## src/hw/aws_pkg.sv

```systemverilog
// Shared constants and types of the area wait-state controller
package aws_pkg;

    // Register byte offsets on the AXI4-Lite bus
    localparam logic [4:0] AWS_OFF_READ_WAIT = 5'h00;
    localparam logic [4:0] AWS_OFF_DMA_WAIT = 5'h04;
    localparam logic [4:0] AWS_OFF_BUS_AREA = 5'h08;
    localparam logic [4:0] AWS_OFF_LONG_WAIT = 5'h0C;
    localparam logic [4:0] AWS_OFF_STATUS = 5'h10;

    // Values after power-on reset
    localparam logic [15:0] AWS_RST_READ_WAIT = 16'hFFFF;
    localparam logic [15:0] AWS_RST_DMA_WAIT = 16'hFFFF;
    localparam logic [15:0] AWS_RST_BUS_AREA = 16'h0000;
    localparam logic [15:0] AWS_RST_LONG_WAIT = 16'h7800;

    // Read-wait register: reserved bits that always read as one
    localparam logic [15:0] AWS_READ_WAIT_ONES = 16'h00FD;
    localparam int AWS_DRAM_WRITE_PITCH_POS = 1;
    localparam int AWS_AREA_BITS_LSB = 8;
    localparam int AWS_DMA_WRITE_LSB = 0;

    // Bus area control fields
    localparam int AWS_AREA1_DRAM_POS = 0;
    localparam int AWS_AREA6_MUX_IO_POS = 1;
    localparam int AWS_AREA5_PERIPH_POS = 2;
    localparam int AWS_AREA0_ROM_POS = 3;
    localparam int AWS_AREA7_RAM_POS = 4;
    localparam int AWS_REFRESH_WAIT_LSB = 5;
    localparam logic [15:0] AWS_BUS_AREA_MASK = 16'h007F;

    // Long wait fields
    localparam int AWS_LOW_AREA_LW_LSB = 13;
    localparam int AWS_AREA6_LW_LSB = 11;
    localparam logic [15:0] AWS_LONG_WAIT_MASK = 16'h7800;

    // State counts of a bus cycle, one clock per state
    localparam logic [3:0] AWS_ST_ONE = 4'h1;
    localparam logic [3:0] AWS_ST_LONG_PITCH = 4'h2;
    localparam logic [3:0] AWS_ST_PERIPH = 4'h3;
    localparam logic [3:0] AWS_ST_MUX_IO = 4'h4;

    // AXI responses
    localparam logic [1:0] AWS_RESP_OKAY = 2'h0;
    localparam logic [1:0] AWS_RESP_SLVERR = 2'h2;

    // Kind of bus cycle requested by the bus sequencer
    typedef enum logic [2:0] {
        AWS_CPU_READ,
        AWS_CPU_WRITE,
        AWS_DMA_READ,
        AWS_DMA_WRITE,
        AWS_CBR_REFRESH
    } aws_kind_e;

    // One cycle request
    typedef struct packed {
        aws_kind_e kind;
        logic [2:0] area;
    } aws_req_s;

    // Length and sampling decided at the start of a cycle
    typedef struct packed {
        logic [3:0] states;
        logic sample;
    } aws_plan_s;

    // Cycle status shown to the sequencer and to software
    typedef struct packed {
        logic busy;
        logic sampling;
        logic [3:0] last_states;
    } aws_stat_s;

endpackage : aws_pkg

```

## src/hw/aws_top.sv

```systemverilog
// Area wait-state controller: AXI4-Lite registers and bus cycle length engine
//
// Functional notes
// - Read-wait bits 15..8 enable wait sampling per area
// - Areas 1,3,4,5,7 reads: 1 or 2+wait states
// - Areas 0,2,6 reads: 1+long wait, optional wait
// - DRAM column read: short 1, long 2+wait
// - Refresh with area1 bit set: fixed count, no wait
// - Multiplexed I/O reads: always 4+wait states
// - Peripheral space reads: always 3 states, unsampled
// - On-chip ROM/RAM reads: 1 state, unsampled
// - Reserved read-wait bits read one; software writes one
// - DRAM write column: short 1, long 2+wait
// - Area1 external writes with pitch set: 2+wait
// - Wait registers all ones on power-on reset only
// - DMA read bits 15..8 enable wait sampling per area
// - DMA reads areas 1,3,4,5,7: 1 or 2+wait
// - DMA reads areas 0,2,6: 1+long wait, optional wait
// - DMA DRAM column read: short 1, long 2+wait
// - DMA multiplexed I/O reads: always 4+wait states
// - DMA write bits 7..0 mirror DMA read timing
// - Long wait codes 0..3 insert 1..4 states
//
// Decided for this implementation: the AXI4-Lite slave port and the register addresses.
`timescale 1ns/100ps

module aws_top
    import aws_pkg::*;
(
    // Clock and power-on reset
    input wire logic aclk,
    input wire logic aresetn,
    // Manual reset: aborts a cycle, keeps the registers
    input wire logic manual_rst_n,
    // AXI4-Lite write address
    input wire logic awvalid,
    output logic awready,
    input wire logic [31:0] awaddr,
    // AXI4-Lite write data
    input wire logic wvalid,
    output logic wready,
    input wire logic [31:0] wdata,
    input wire logic [3:0] wstrb,
    // AXI4-Lite write response
    output logic bvalid,
    input wire logic bready,
    output logic [1:0] bresp,
    // AXI4-Lite read address
    input wire logic arvalid,
    output logic arready,
    input wire logic [31:0] araddr,
    // AXI4-Lite read data
    output logic rvalid,
    input wire logic rready,
    output logic [31:0] rdata,
    output logic [1:0] rresp,
    // Bus cycle request from the bus sequencer
    input wire logic cyc_valid,
    input wire aws_req_s cyc_req,
    output logic cyc_ready,
    // Active-low wait input from the external device
    input wire logic wait_n,
    // Cycle progress
    output logic cyc_done,
    output aws_stat_s cyc_stat
);

    // Register contents
    logic [15:0] read_wait_config_reg;
    logic [15:0] dma_wait_config_reg;
    logic [15:0] bus_area_control_reg;
    logic [15:0] long_wait_config_reg;

    // Write channel holding state
    logic aw_have_reg;
    logic w_have_reg;
    logic [4:0] aw_addr_reg;
    logic [31:0] w_data_reg;
    logic [3:0] w_strb_reg;

    // Cycle engine state
    logic [3:0] remain_reg;
    logic sample_reg;
    logic busy_reg;
    logic [3:0] count_reg;
    logic [3:0] last_states_reg;
    logic done_reg;
    logic ready_reg;

    // Decoded strobes of this clock
    logic wr_fire;
    logic cyc_accept;
    logic cyc_last;
    logic cyc_extend;
    aws_plan_s plan;

    // Offset decode shared by both channels
    function automatic logic offset_mapped(input logic [31:0] addr);
        logic hit;
        // Word aligned, upper bits clear
        hit = (addr[31:5] == 27'h0) && (addr[1:0] == 2'h0);
        // Nothing lives past status
        return hit && (addr[4:0] <= AWS_OFF_STATUS);
    endfunction : offset_mapped

    // Byte-lane merge of a 16-bit register
    function automatic logic [15:0] lane_merge(input logic [15:0] old, input logic [31:0] data,
                                               input logic [3:0] strb);
        logic [15:0] res;
        // Lanes 2 and 3 hold nothing
        res = old;
        // Low byte lane
        if (strb[0]) begin
            res[7:0] = data[7:0];
        end
        // High byte lane
        if (strb[1]) begin
            res[15:8] = data[15:8];
        end
        return res;
    endfunction : lane_merge

    // Long wait code to state count, code 0 inserts one state
    function automatic logic [3:0] long_wait_states(input logic [1:0] code);
        // Code 3, the reset value, gives four
        return {2'h0, code} + AWS_ST_ONE;
    endfunction : long_wait_states

    // Decide length and wait sampling of a new cycle
    function automatic aws_plan_s plan_cycle(input aws_req_s req, input logic [15:0] rwc,
                                             input logic [15:0] dwc, input logic [15:0] bac,
                                             input logic [15:0] lwc);
        aws_plan_s p;
        logic ctl;
        logic [3:0] lw;
        logic [3:0] rfw;
        // Safe default: one state, unsampled
        p.states = AWS_ST_ONE;
        p.sample = 1'b0;
        ctl = 1'b1;
        // Per-area control bit for this kind of cycle
        case (req.kind)
            AWS_CPU_READ: ctl = rwc[AWS_AREA_BITS_LSB + int'(req.area)];
            AWS_CPU_WRITE: begin
                if (req.area == 3'h1) begin
                    ctl = rwc[AWS_DRAM_WRITE_PITCH_POS];
                end else begin
                    ctl = rwc[AWS_AREA_BITS_LSB + int'(req.area)];
                end
            end
            AWS_DMA_READ: ctl = dwc[AWS_AREA_BITS_LSB + int'(req.area)];
            AWS_DMA_WRITE: ctl = dwc[AWS_DMA_WRITE_LSB + int'(req.area)];
            AWS_CBR_REFRESH: ctl = rwc[AWS_AREA_BITS_LSB + 1];
            default: ctl = 1'b1;
        endcase
        // Area 6 has its own code
        if (req.area == 3'h6) begin
            lw = long_wait_states(lwc[AWS_AREA6_LW_LSB +: 2]);
        end else begin
            lw = long_wait_states(lwc[AWS_LOW_AREA_LW_LSB +: 2]);
        end
        // Refresh code, long wait encoding
        rfw = long_wait_states(bac[AWS_REFRESH_WAIT_LSB +: 2]);
        // Space types first, since they override the control bit
        if (req.kind == AWS_CBR_REFRESH) begin
            // Wait line ignored
            p.states = ctl ? (AWS_ST_ONE + rfw) : AWS_ST_ONE;
            p.sample = 1'b0;
        end else if (req.area == 3'h0 && bac[AWS_AREA0_ROM_POS]) begin
            // On-chip ROM never waits
            p.states = AWS_ST_ONE;
            p.sample = 1'b0;
        end else if (req.area == 3'h7 && bac[AWS_AREA7_RAM_POS]) begin
            // On-chip RAM never waits
            p.states = AWS_ST_ONE;
            p.sample = 1'b0;
        end else if (req.area == 3'h5 && bac[AWS_AREA5_PERIPH_POS]) begin
            // Fixed length
            p.states = AWS_ST_PERIPH;
            p.sample = 1'b0;
        end else if (req.area == 3'h6 && bac[AWS_AREA6_MUX_IO_POS]) begin
            // Always sampled, bit ignored
            p.states = AWS_ST_MUX_IO;
            p.sample = 1'b1;
        end else if (req.area == 3'h1 && bac[AWS_AREA1_DRAM_POS]) begin
            // Column pitch from the bit
            p.states = ctl ? AWS_ST_LONG_PITCH : AWS_ST_ONE;
            p.sample = ctl;
        end else if (req.area == 3'h0 || req.area == 3'h2 || req.area == 3'h6) begin
            // Long wait always, sampling by bit
            p.states = AWS_ST_ONE + lw;
            p.sample = ctl;
        end else begin
            // Plain external memory
            p.states = ctl ? AWS_ST_LONG_PITCH : AWS_ST_ONE;
            p.sample = ctl;
        end
        // Wait samples add to it later
        return p;
    endfunction : plan_cycle

    // A pending response blocks a repeat
    assign wr_fire = aw_have_reg && w_have_reg && !bvalid;
    // Taken only while idle
    assign cyc_accept = cyc_valid && ready_reg;
    // Last base state, where wait counts
    assign cyc_last = busy_reg && (remain_reg == AWS_ST_ONE);
    assign cyc_extend = cyc_last && sample_reg && !wait_n;
    // Plan of the request on offer
    assign plan = plan_cycle(cyc_req, read_wait_config_reg, dma_wait_config_reg,
                             bus_area_control_reg, long_wait_config_reg);

    // Write address capture; taken once per write until the response
    always_ff @(posedge aclk) begin
        if (!aresetn) begin
            aw_have_reg <= 1'b0;
            aw_addr_reg <= 5'h00;
            awready <= 1'b1;
        end else if (awvalid && awready) begin
            aw_have_reg <= 1'b1;
            // Hole 1F marks a refused write
            aw_addr_reg <= offset_mapped(awaddr) ? awaddr[4:0] : 5'h1F;
            awready <= 1'b0;
        end else if (bvalid && bready) begin
            aw_have_reg <= 1'b0;
            awready <= 1'b1;
        end
    end

    // Write data capture, independent of the address order
    always_ff @(posedge aclk) begin
        if (!aresetn) begin
            w_have_reg <= 1'b0;
            w_data_reg <= 32'h0000_0000;
            w_strb_reg <= 4'h0;
            wready <= 1'b1;
        end else if (wvalid && wready) begin
            w_have_reg <= 1'b1;
            // May come before the address
            w_data_reg <= wdata;
            w_strb_reg <= wstrb;
            wready <= 1'b0;
        end else if (bvalid && bready) begin
            w_have_reg <= 1'b0;
            wready <= 1'b1;
        end
    end

    // Write response one cycle after both halves are held
    always_ff @(posedge aclk) begin
        if (!aresetn) begin
            bvalid <= 1'b0;
            bresp <= AWS_RESP_OKAY;
        end else if (wr_fire) begin
            // Set wins over a clear
            bvalid <= 1'b1;
            bresp <= (aw_addr_reg == 5'h1F) ? AWS_RESP_SLVERR : AWS_RESP_OKAY;
        end else if (bready) begin
            bvalid <= 1'b0;
        end
    end

    // Wait registers; only the power-on reset loads them, manual reset does not
    always_ff @(posedge aclk) begin
        if (!aresetn) begin
            read_wait_config_reg <= AWS_RST_READ_WAIT;
            dma_wait_config_reg <= AWS_RST_DMA_WAIT;
            bus_area_control_reg <= AWS_RST_BUS_AREA;
            long_wait_config_reg <= AWS_RST_LONG_WAIT;
        end else if (wr_fire) begin
            // Reserved ones are forced so a careless write cannot clear them
            // Strobes pick the byte lanes
            case (aw_addr_reg)
                AWS_OFF_READ_WAIT: read_wait_config_reg <= AWS_READ_WAIT_ONES
                    | lane_merge(read_wait_config_reg, w_data_reg, w_strb_reg);
                AWS_OFF_DMA_WAIT: dma_wait_config_reg <=
                    lane_merge(dma_wait_config_reg, w_data_reg, w_strb_reg);
                AWS_OFF_BUS_AREA: bus_area_control_reg <= AWS_BUS_AREA_MASK
                    & lane_merge(bus_area_control_reg, w_data_reg, w_strb_reg);
                AWS_OFF_LONG_WAIT: long_wait_config_reg <= AWS_LONG_WAIT_MASK
                    & lane_merge(long_wait_config_reg, w_data_reg, w_strb_reg);
                // Holes and status take no write
                default: ;
            endcase
        end
    end

    // Read channel: one read at a time, data one cycle after the address
    always_ff @(posedge aclk) begin
        if (!aresetn) begin
            arready <= 1'b1;
            rvalid <= 1'b0;
            rdata <= 32'h0000_0000;
            rresp <= AWS_RESP_OKAY;
        end else if (arvalid && arready) begin
            arready <= 1'b0;
            rvalid <= 1'b1;
            rresp <= offset_mapped(araddr) ? AWS_RESP_OKAY : AWS_RESP_SLVERR;
            // Refused reads give zero data
            rdata <= 32'h0000_0000;
            if (offset_mapped(araddr)) begin
                case (araddr[4:0])
                    AWS_OFF_READ_WAIT: rdata <= {16'h0000,
                        read_wait_config_reg | AWS_READ_WAIT_ONES};
                    AWS_OFF_DMA_WAIT: rdata <= {16'h0000, dma_wait_config_reg};
                    AWS_OFF_BUS_AREA: rdata <= {16'h0000, bus_area_control_reg};
                    AWS_OFF_LONG_WAIT: rdata <= {16'h0000, long_wait_config_reg};
                    // Engine as seen at the address edge
                    AWS_OFF_STATUS: rdata <= {26'h0, busy_reg, sample_reg, last_states_reg};
                    default: rdata <= 32'h0000_0000;
                endcase
            end
        end else if (rvalid && rready) begin
            // Next address once data is taken
            rvalid <= 1'b0;
            arready <= 1'b1;
        end
    end

    // Cycle engine: one state per clock, low wait in the last state of a sampled cycle extends it
    always_ff @(posedge aclk) begin
        if (!aresetn || !manual_rst_n) begin
            busy_reg <= 1'b0;
            remain_reg <= 4'h0;
            sample_reg <= 1'b0;
            count_reg <= 4'h0;
        end else if (cyc_accept) begin
            busy_reg <= 1'b1;
            remain_reg <= plan.states;
            // Plan frozen; later writes cannot alter it
            sample_reg <= plan.sample;
            count_reg <= AWS_ST_ONE;
        end else if (busy_reg) begin
            if (cyc_extend) begin
                // Repeat the last state
                count_reg <= count_reg + AWS_ST_ONE;
            end else if (cyc_last) begin
                // Idle until the next take
                busy_reg <= 1'b0;
                sample_reg <= 1'b0;
            end else begin
                remain_reg <= remain_reg - AWS_ST_ONE;
                count_reg <= count_reg + AWS_ST_ONE;
            end
        end
    end

    // Handshake and completion flags toward the sequencer
    always_ff @(posedge aclk) begin
        if (!aresetn || !manual_rst_n) begin
            ready_reg <= 1'b1;
            done_reg <= 1'b0;
            last_states_reg <= 4'h0;
        end else begin
            // Rewritten every clock, so it pulses
            done_reg <= cyc_last && !cyc_extend;
            if (cyc_accept) begin
                ready_reg <= 1'b0;
            end else if (cyc_last && !cyc_extend) begin
                ready_reg <= 1'b1;
                // Kept until the next cycle ends or a manual reset clears it
                last_states_reg <= count_reg;
            end
        end
    end

    // Outputs straight from flip-flops
    assign cyc_ready = ready_reg;
    assign cyc_done = done_reg;
    // Status fields from engine flops
    assign cyc_stat = '{busy: busy_reg, sampling: sample_reg, last_states: last_states_reg};

endmodule : aws_top

```

## config.mk

```make
export PLATFORM = sky130hd
export DESIGN_NAME = aws_top
export DESIGN_NICKNAME = d
export VERILOG_FILES = /design/src/hw/aws_pkg.sv /design/src/hw/aws_top.sv
export SDC_FILE = /design/constraint.sdc
export NUM_CORES = 1
export LEC_CHECK = 0
export BUFFER_PORTS_ARGS = -buffer_cell sky130_fd_sc_hd__buf_4
export CORE_MARGIN = 8
export CORE_UTILIZATION = 55
export DETAILED_ROUTE_END_ITERATION = 6
export PLACE_DENSITY = 0.94
export SLEW_MARGIN = 15
export SYNTH_ARGS = -nofsm -noshare
export SYNTH_HDL_FRONTEND = slang
export SYNTH_SLANG_ARGS = --single-unit
```

## constraint.sdc

```tcl
create_clock -name aclk -period 4.98 [get_ports aclk]
set_clock_uncertainty 0.2 [all_clocks]
set_input_delay 0.996 -clock aclk [delete_from_list [all_inputs] [get_ports aclk]]
set_output_delay 0.996 -clock aclk [all_outputs]
set_load 0.01 [all_outputs]
```

==> metrics.yaml, run 1 <==
status: "complete, no violations"
fin_ws_ns: 2.45
synth_cells: 557
wl_per_cell_um: 17.9
path_delay_family: "simple AND/OR/NAND/NOR gates"
met1_length_mm: 5.68
grt_max_degree: 87
cp_slowest_stage_delay_ns: 0.56
crit_chain: "buf_4 -> nor4_2 -> and2_1 -> a221o_1 -> a22oi_1 -> nor2b_1"
die_y_um: 111
gp_congestion: 0.853
port_buffers: 128
synth_ff_type: "dfxtp_1"
die_area_um2: 12300
drive_gt1_share_pct: 23.5
syn_avg_cell_area_um2: 8.87
crit_path_max_fanout: 10
cts_sinks: 100
yosys.area.top_type_share_pct: 40.5
cts_tree: "yes"
pre_cts_slack_ns: 2.15
cts_hold_buf: 0
synthMostInstantiatedCell: "dfxtp_1"
core_area_um2: 8720
rows: 34
initial_core_util_pct: 56.6
htree_levels: 3
insertion_delay_ns: 0.37
synth.largest_area_cell: "dfxtp_1"
setup_violations: 0
vias: 4602
cpMaxStageDelayCell: "nor4_2"
criticalPathCategory: "in -> reg"
cts_buffer_depth: 2
insertedDiodeCount: 0
wl_met2_mm: 6.78
crit_arrival_ns: 2.62
cts_root_buf: "clkbuf_8"
dp_hpwl_mm: 10.8
fillers: 661
grt_pass1_wl_mm: 23.0
ant_nets: 0
fp.dieW_um: 111
numCtsBuffers: 9
antenna_found_initial: 0
yosysSeqAreaShare_pct: 40.5
power_leakage_nw: 2.52
final-max-slew-violation-count: 0
pwr_density_cell_nw_per_um2: 260
min_path_type: "reg -> reg"
max_freq_mhz: 395
drc_errors: 0
cts_setup_buffers: 0
area_delta_synth_final_pct: 22.2
ys_ff_latch: 100
synthTopCellsByArea: "dfxtp_1 41%, mux2i_1 9.3%, nand2_1 6.5%"
grt_pass1_vias: 4826
drt_iter0_markers: 289
rsz0062_at_grt: "false"
dr_wl_met3_mm: 1.19
synth.top_cells.by_count: "100 x dfxtp_1, 86 x nand2_1, 46 x mux2i_1"
hold_violations: 0
async_flop_share_pct: 0
tightestPinTransition_ns: 0.761
ys_warn_count: 0
grt_overflow: 0
tns_ns: 0
maxUsedRoutingLayer: "met4"
required_ns: 5.07
slew_headroom_pct: 49.2
routed_wl_mm: 14.0
critPathBufInv: 1
min_period_ns: 2.53
ioPinCount: 165
synth_cell_type_count: 65
period_share_pct: 50.8
post_cts_resized: 0
track_usage_pct: 22.1
synth_edf_count: 0
ir_drop_v: 0.000149
viasPerCell: 5.90
drv_cap: 0
synth_area_um2: 4940
drtPass1Iterations: 7
cp-end-kind: "flip-flop"
clkTransAtPathRegs_ns: 0.10
startpoint_type: "primary input"
nets: 787
-- metal layers --
layer | global-route usage (%) | vias to the layer above
met1 | 25.2 | 2149
met2 | 37.6 | 238
met5 | 0 | -
met4 | 9.01 | 0
met3 | 6.66 | 30
li1 | - | 2185
-- tightest hold or removal path: cells and delay by family, from the launching register on --
| family | cells | cell delay, ns |
|---|---|---|
| simple gates | 1 | 0.05 |
| compound gates | 1 | 0.06 |
| flops | 1 | 0.32 |
-- power by group --
group / internal, W / switching [W] / leakage (nW)
sequential: 0.000821 / 0.0000215 / 0.814
combinational: 0.0000963 / 0.0000994 / 1.61
clock: 0.000250 / 0.000284 / 0.0995
total: 0.00117 / 0.000405 / 2.52
-- final timing paths --
path / from / to / slack (ns) / cells after the start
hold reg to reg: w_data_reg[7] / w_data_reg[7] / 0.27 / 2
setup reg to reg: aw_addr_reg[4] / dma_wait_config_reg[4] / 2.67 / 5
hold / removal: w_data_reg[7] / w_data_reg[7] / 0.27 / 2
setup / recovery: araddr[4] / rdata[12] / 2.45 / 6
-- cell usage in the layout (no fill, tap or decap), types with 5 or more instances in the layout --
master and instances:
and2_1 5, a21oi_1 16, nand2b_1 6, inv_1 12
nand3_1 25, nor3_1 11, nand2_1 86, a21boi_0 28
dfxtp_1 100, o21ai_0 21, conb_1 18, clkbuf_8 10
nor4_1 13, and4_1 5, mux2i_1 46, a22oi_1 14
nand3b_1 7, nor2_1 17, buf_4 130, nor2b_1 26
-- per-stage QoR --
step | std cells | instance area, um^2 | total power, W | util (%) | hold slack, ns
detailed placement | 764 | 5830 | 0.00105 | 66.8 | 0.260
global route | 780 | 6040 | 0.00164 | 69.2 | 0.301
finish | 780 | 6040 | 0.00157 | 69.2 | 0.274
global placement | 764 | 5830 | 0.00104 | 66.8 | 0.252
CTS | 780 | 6040 | 0.00157 | 69.2 | 0.274
floorplan | 574 | 5000 | 0.000968 | - | 0.243
-- cells by family after synthesis --
| logic type | count (synthesis) | synth area share, % |
|---|---|---|
| other | 1 | 0.0759 |
| adders and majority gates | 4 | 1.01 |
| xor gates and xnor gates | 3 | 0.532 |
| AOI/OAI and AO/OA | 110 | 15.7 |
| muxes | 51 | 11.4 |
| DFF | 100 | 40.5 |
| buffers and inverters | 60 | 6.71 |
| and+or+nand+nor | 228 | 24.1 |
-- area by class of cell --
cell class                 instances  area (um^2)  area share (%)
multi-input combinational        414         2670            44.2
tap                              108          135            2.24
clock buffer                      10          138            2.28
timing repair buffer             130          976            16.2
sequential                       100         2000            33.2
inverter                          12         45.0           0.746
clock inverter                     6         71.3            1.18
(Power assumes the default switching activity.)
==> run 2, diff against run 1 <==
CORE_UTILIZATION = 46   (was 55)
PLACE_DENSITY = 0.85   (was 0.94)
clock period = 2.3 ns   (was 4.98 ns; I/O delays follow)
==> metrics.yaml, run 2 (same netlist as run 1, synthesis figures left out) <==
seq_area_um2: 2000  # unchanged
final_cell_mix: "142 x buf_4, 100 x dfxtp_1, 86 x nand2_1"
power_leakage_nw: 2.58  # +2.5%
nets: 800  # +1.7%
grt_overflow: 0  # unchanged
grt_max_degree: 45  # -48%
hold_violations: 0  # unchanged
min_period_ns: 2.13
cts_tree: "yes"
status: "complete, no violations"
tns_ns: 0  # unchanged
insertedDiodeCount: 0  # unchanged
dp_hpwl_mm: 10.8  # +0.32%
die_area_um2: 14300  # +17%
pwr_density_cell_nw_per_um2: 545  # +110%
rows: 38  # +12%
p_sw_w: 0.000947  # +130%
fin_ws_ns: 0.171  # -2.28 ns
p_int_w: 0.00242  # +110%
cts_root_buf: "clkbuf_8"
crit_path_max_fanout: 4  # -6
switching_share_pct: 28.1  # +2.3 points
port_buffers: 128  # unchanged
cts_sinks: 100  # unchanged
vias: 4548  # -1.2%
pre_cts_slack_ns: 0.0190  # -2.13 ns
clkTransAtPathRegs_ns: 0.11  # about the same
fp.dieW_um: 120  # +8.0%
core_area_um2: 10700  # +22%
wl_per_cell_um: 16.7  # -6.8%
startpoint_type: "flip-flop"
grt_pass1_wl_mm: 22.7  # -1.2%
placed_area_um2: 5980  # +2.6%
power.total_w: 0.00337  # +110%
comb_power_share_pct: 12.9  # +0.4 points
tightestPinTransition_ns: 0.739  # -0.0221 ns
ant_nets: 0  # unchanged
final-max-slew-violation-count: 0  # unchanged
drt_iter0_markers: 330  # +14%
htree_levels: 3  # unchanged
grt_pass1_vias: 4771  # -1.1%
gp_congestion: 0.876  # +2.7%
track_usage_pct: 19.0  # -3.2 points
required_ns: 2.40  # -2.67 ns
slew_headroom_pct: 50.6  # +1.5 points
final_common_cell: "buf_4"
cts_buffer_depth: 2  # unchanged
crit_arrival_ns: 2.23  # -0.39 ns
criticalPathCategory: "reg -> reg"
cp-startpoint: "remain_reg[1]"
max_freq_mhz: 470
area_delta_synth_final_pct: 25.2
period_share_pct: 92.6
min_path_type: "in -> reg"
rsz0062_at_grt: "false"
worst_r2r_startpoint: "remain_reg[1]"
multi_input_area_um2: 2670  # +0.14%
initial_core_util_pct: 46.4  # -10 points
power_frac_seq_pct: 54.1  # +0.5 points
drc_errors: 0  # unchanged
insertion_delay_ns: 0.37  # about the same
cts_hold_buf: 0  # unchanged
numCtsBuffers: 9  # unchanged
cp-end-kind: "flip-flop"
drv_cap: 0  # unchanged
ir_drop_v: 0.000364  # +140%
p_clk_share_pct: 33.0  # -1.0 points
setup_violations: 0  # unchanged
hold_ws_ns: 0.141  # -0.133 ns
hold_start: "wdata[9]"
routed_wl_mm: 13.8  # -1.4%
die_y_um: 120  # +8.0%
drive_gt1_share_pct: 25.1  # +1.6 points
drtPass1Iterations: 5  # -2
fillers: 920  # +39%
ioPinCount: 165  # unchanged
viasPerCell: 5.51  # -6.6%
final_area_um2: 6180  # +2.4%
antenna_found_initial: 0  # unchanged
run 2: area by class of cell:
class | count | share of cell area, %
flip-flops and latches | 100 | 32.4
multi-input cells | 414 | 43.2
repair buffers | 143 | 17.6
clock inverters | 7 | 1.25
inverters | 12 | 0.729
clock buffers | 9 | 2.00
well taps | 140 | 2.83
run 2: metal layers:
metal  share of wire, %  wire length [um]  track usage [%]
met5                  0                 0                0
met4                1.8               244             6.64
met1                 42              5780             21.9
met2                 50              6840             33.1
met3                6.8               939             5.12
run 2: power groups by stage:
stage | combinational [W] | clock [W] | sequential, W
2_1_floorplan | 0.000245 | 0 | 0.00185
3_3_place_gp | 0.000416 | 0 | 0.00186
3_5_place_dp | 0.000430 | 0 | 0.00186
4_1_cts | 0.000431 | 0.00114 | 0.00182
5_1_grt | 0.000476 | 0.00122 | 0.00183
6_report | 0.000435 | 0.00111 | 0.00182
run 2: path summary, 6_finish.rpt:
check                        to  slack (ns)  cells after the start
setup reg to reg  remain_reg[1]        0.17                      7
setup / recovery  remain_reg[1]        0.17                      7
hold / removal    w_data_reg[9]        0.14                      3
hold reg to reg   w_data_reg[7]        0.28                      2
run 2: repair_timing:
action,in CTS,in global routing
endpoints found under the setup margin,0,1
resized for setup,0,2
buffers inserted,0,0
endpoints found under the hold margin,0,0
run 2: critical path: stages (launching register included):
cell and delay [ns]:
dfxtp_1 0.33, inv_1 0.11, ha_1 0.21, or3b_2 0.51, a21oi_2 0.20, o311ai_1 0.12
a311o_1 0.30, o211ai_1 0.09
run 2: metrics by stage:
step	std cells	utilization, %
floorplan	574	-
global placement	809	56.1
detailed placement	809	56.1
CTS	825	58.0
global route	825	58.0
finish	825	58.0
==> run 3, diff against run 2 <==
==> constraint.sdc (replaced) <==
create_clock -name aclk -period 2.3 [get_ports aclk]
set_clock_uncertainty 0.2 [all_clocks]
set_input_delay 0.115 -clock aclk [delete_from_list [all_inputs] [get_ports aclk]]
set_output_delay 0.115 -clock aclk [all_outputs]
set_load 0.01 [all_outputs]
==> metrics.yaml, run 3 (same netlist as run 1, synthesis figures left out) <==
status: "complete, no violations"
cts_root_buf: "clkbuf_8"
criticalPathCategory: "reg -> reg"
setup_violations: 0  # unchanged
grt_max_degree: 48  # +6.7%
dp_hpwl_mm: 10.6  # -1.8%
gp_congestion: 0.891  # +1.8%
vias: 4674  # +2.8%
min_period_ns: 2.18  # +0.0558 ns
hold_end: "rdata[7]"
wl_per_cell_um: 16.5  # -1.4%
die_y_um: 120  # unchanged
tightestPinTransition_ns: 0.634  # -0.105 ns
crit_arrival_ns: 2.27  # +0.04 ns
required_ns: 2.38  # -0.02 ns
viasPerCell: 5.44  # -1.3%
pwr_density_cell_nw_per_um2: 546  # about the same
rows: 38  # unchanged
seq_area_um2: 2000  # unchanged
ant_nets: 0  # unchanged
fin_ws_ns: 0.115  # -0.0558 ns
drv_cap: 0  # unchanged
cts_setup_buffers: 0  # unchanged
routed_wl_mm: 14.2  # +2.6%
reg2reg_to: "remain_reg[1]"
drt_iter0_markers: 386  # +17%
nets: 834  # +4.3%
crit_path_max_fanout: 4  # unchanged
startpoint_type: "flip-flop"
power_leakage_nw: 2.76  # +6.9%
final_cell_mix: "136 x buf_4, 100 x dfxtp_1, 86 x nand2_1"
reg2regPathDepth: 7  # unchanged
numCtsBuffers: 9  # unchanged
insertion_delay_ns: 0.36  # about the same
fin_cells: 859  # +4.1%
cp-end-kind: "flip-flop"
core_area_um2: 10700  # unchanged
cts_tree: "yes"
final-max-slew-violation-count: 0  # unchanged
grt_pass1_wl_mm: 23.3  # +2.7%
final_common_cell: "buf_4"
grt_overflow: 0  # unchanged
drc_errors: 0  # unchanged
slew_headroom_pct: 57.7  # +7.0 points
min_path_type: "in -> reg"
fillers: 869  # -5.5%
hold_violations: 0  # unchanged
hold_depth: 5  # +2
worst_r2r_startpoint: "remain_reg[1]"
fp.dieW_um: 120  # unchanged
tns_ns: 0  # unchanged
ioPinCount: 165  # unchanged
initial_core_util_pct: 46.4  # unchanged
drtPass1Iterations: 7  # +2
die_area_um2: 14300  # unchanged
track_usage_pct: 19.5  # +0.53 points
max_freq_mhz: 458  # -2.6%
drive_gt1_share_pct: 23.4  # -1.7 points
cts_buffer_depth: 2  # unchanged
multi_input_area_um2: 2680  # +0.23%
cts_sinks: 100  # unchanged
clkTransAtPathRegs_ns: 0.10  # about the same
area_delta_synth_final_pct: 33.0
antenna_found_initial: 0  # unchanged
rsz0062_at_grt: "false"
port_buffers: 128  # unchanged
htree_levels: 3  # unchanged
hold_start: "araddr[0]"
insertedDiodeCount: 0  # unchanged
dp_cells: 803  # -0.74%
rrSetupSlack_ns: 0.12  # -0.06 ns
pre_cts_slack_ns: 0.142  # +0.123 ns
period_share_pct: 95.0  # +2.4 points
grt_pass1_vias: 4816  # +0.94%
ir_drop_v: 0.000420  # +15%
## run 3: per-stage QoR
| stage | hold slack (ns) | power [W] | util [%] | area [um^2] |
|---|---|---|---|---|
| global route | 0.0596 | 0.00371 | 61.7 | 6570 |
| floorplan | 0.0599 | 0.00210 | - | 5000 |
| finish | 0.0389 | 0.00358 | 61.7 | 6570 |
| global placement | 0.182 | 0.00227 | 55.6 | 5920 |
| CTS | 0.0248 | 0.00359 | 61.5 | 6550 |
| detailed placement | 0.190 | 0.00228 | 55.6 | 5920 |
## run 3: power breakdown
group	total [W]	switching (W)	leakage [nW]	internal (W)
sequential	0.00182	0.0000465	0.814	0.00178
clock	0.00127	0.000639	0.115	0.000632
combinational	0.000488	0.000228	1.83	0.000260
total	0.00358	0.000914	2.76	0.00267
## run 3: worst max path at each step
stage | start | slack [ns] | end | cells after the start
2_1_floorplan | remain_reg[1] | 0.34 | remain_reg[1] | 7
3_3_place_gp | remain_reg[1] | 0.23 | remain_reg[1] | 7
3_5_place_dp | remain_reg[1] | 0.14 | remain_reg[1] | 7
4_1_cts | remain_reg[1] | 0.12 | remain_reg[1] | 7
5_1_grt | remain_reg[1] | 0.01 | remain_reg[1] | 7
6_report | remain_reg[1] | 0.12 | remain_reg[1] | 7
## run 3: layer usage
metal / part of all wire, % / vias to the layer above / global-route usage [%] / wire (um)
li1: - / 2269 / - / -
met1: 41 / 2226 / 22.4 / 5810
met2: 51 / 157 / 34.7 / 7200
met3: 6.4 / 22 / 5.31 / 912
met4: 1.7 / 0 / 5.62 / 238
met5: 0 / - / 0 / 0
## run 3: critical path: stages, from the launching register on
cell and delay [ns]:
dfxtp_1 0.32, inv_1 0.11, ha_1 0.22, or3b_2 0.51, a21oi_2 0.18, o311ai_0 0.17, a311o_1 0.31, o211ai_1 0.09
## run 3: timing repair
action	CTS	global route
endpoints found under the setup margin	0	9
hold buffers	40	0
gates resized for setup	0	4
endpoints found under the hold margin	63	0
## run 3: area by class of cell
| cell class | instances | area share, % |
|---|---|---|
| clock buffer | 9 | 1.89 |
| clock inverter | 7 | 1.66 |
| inverter | 12 | 0.686 |
| multi-input combinational | 414 | 40.8 |
| sequential | 100 | 30.5 |
| tap | 140 | 2.67 |
| timing repair buffer | 177 | 21.8 |
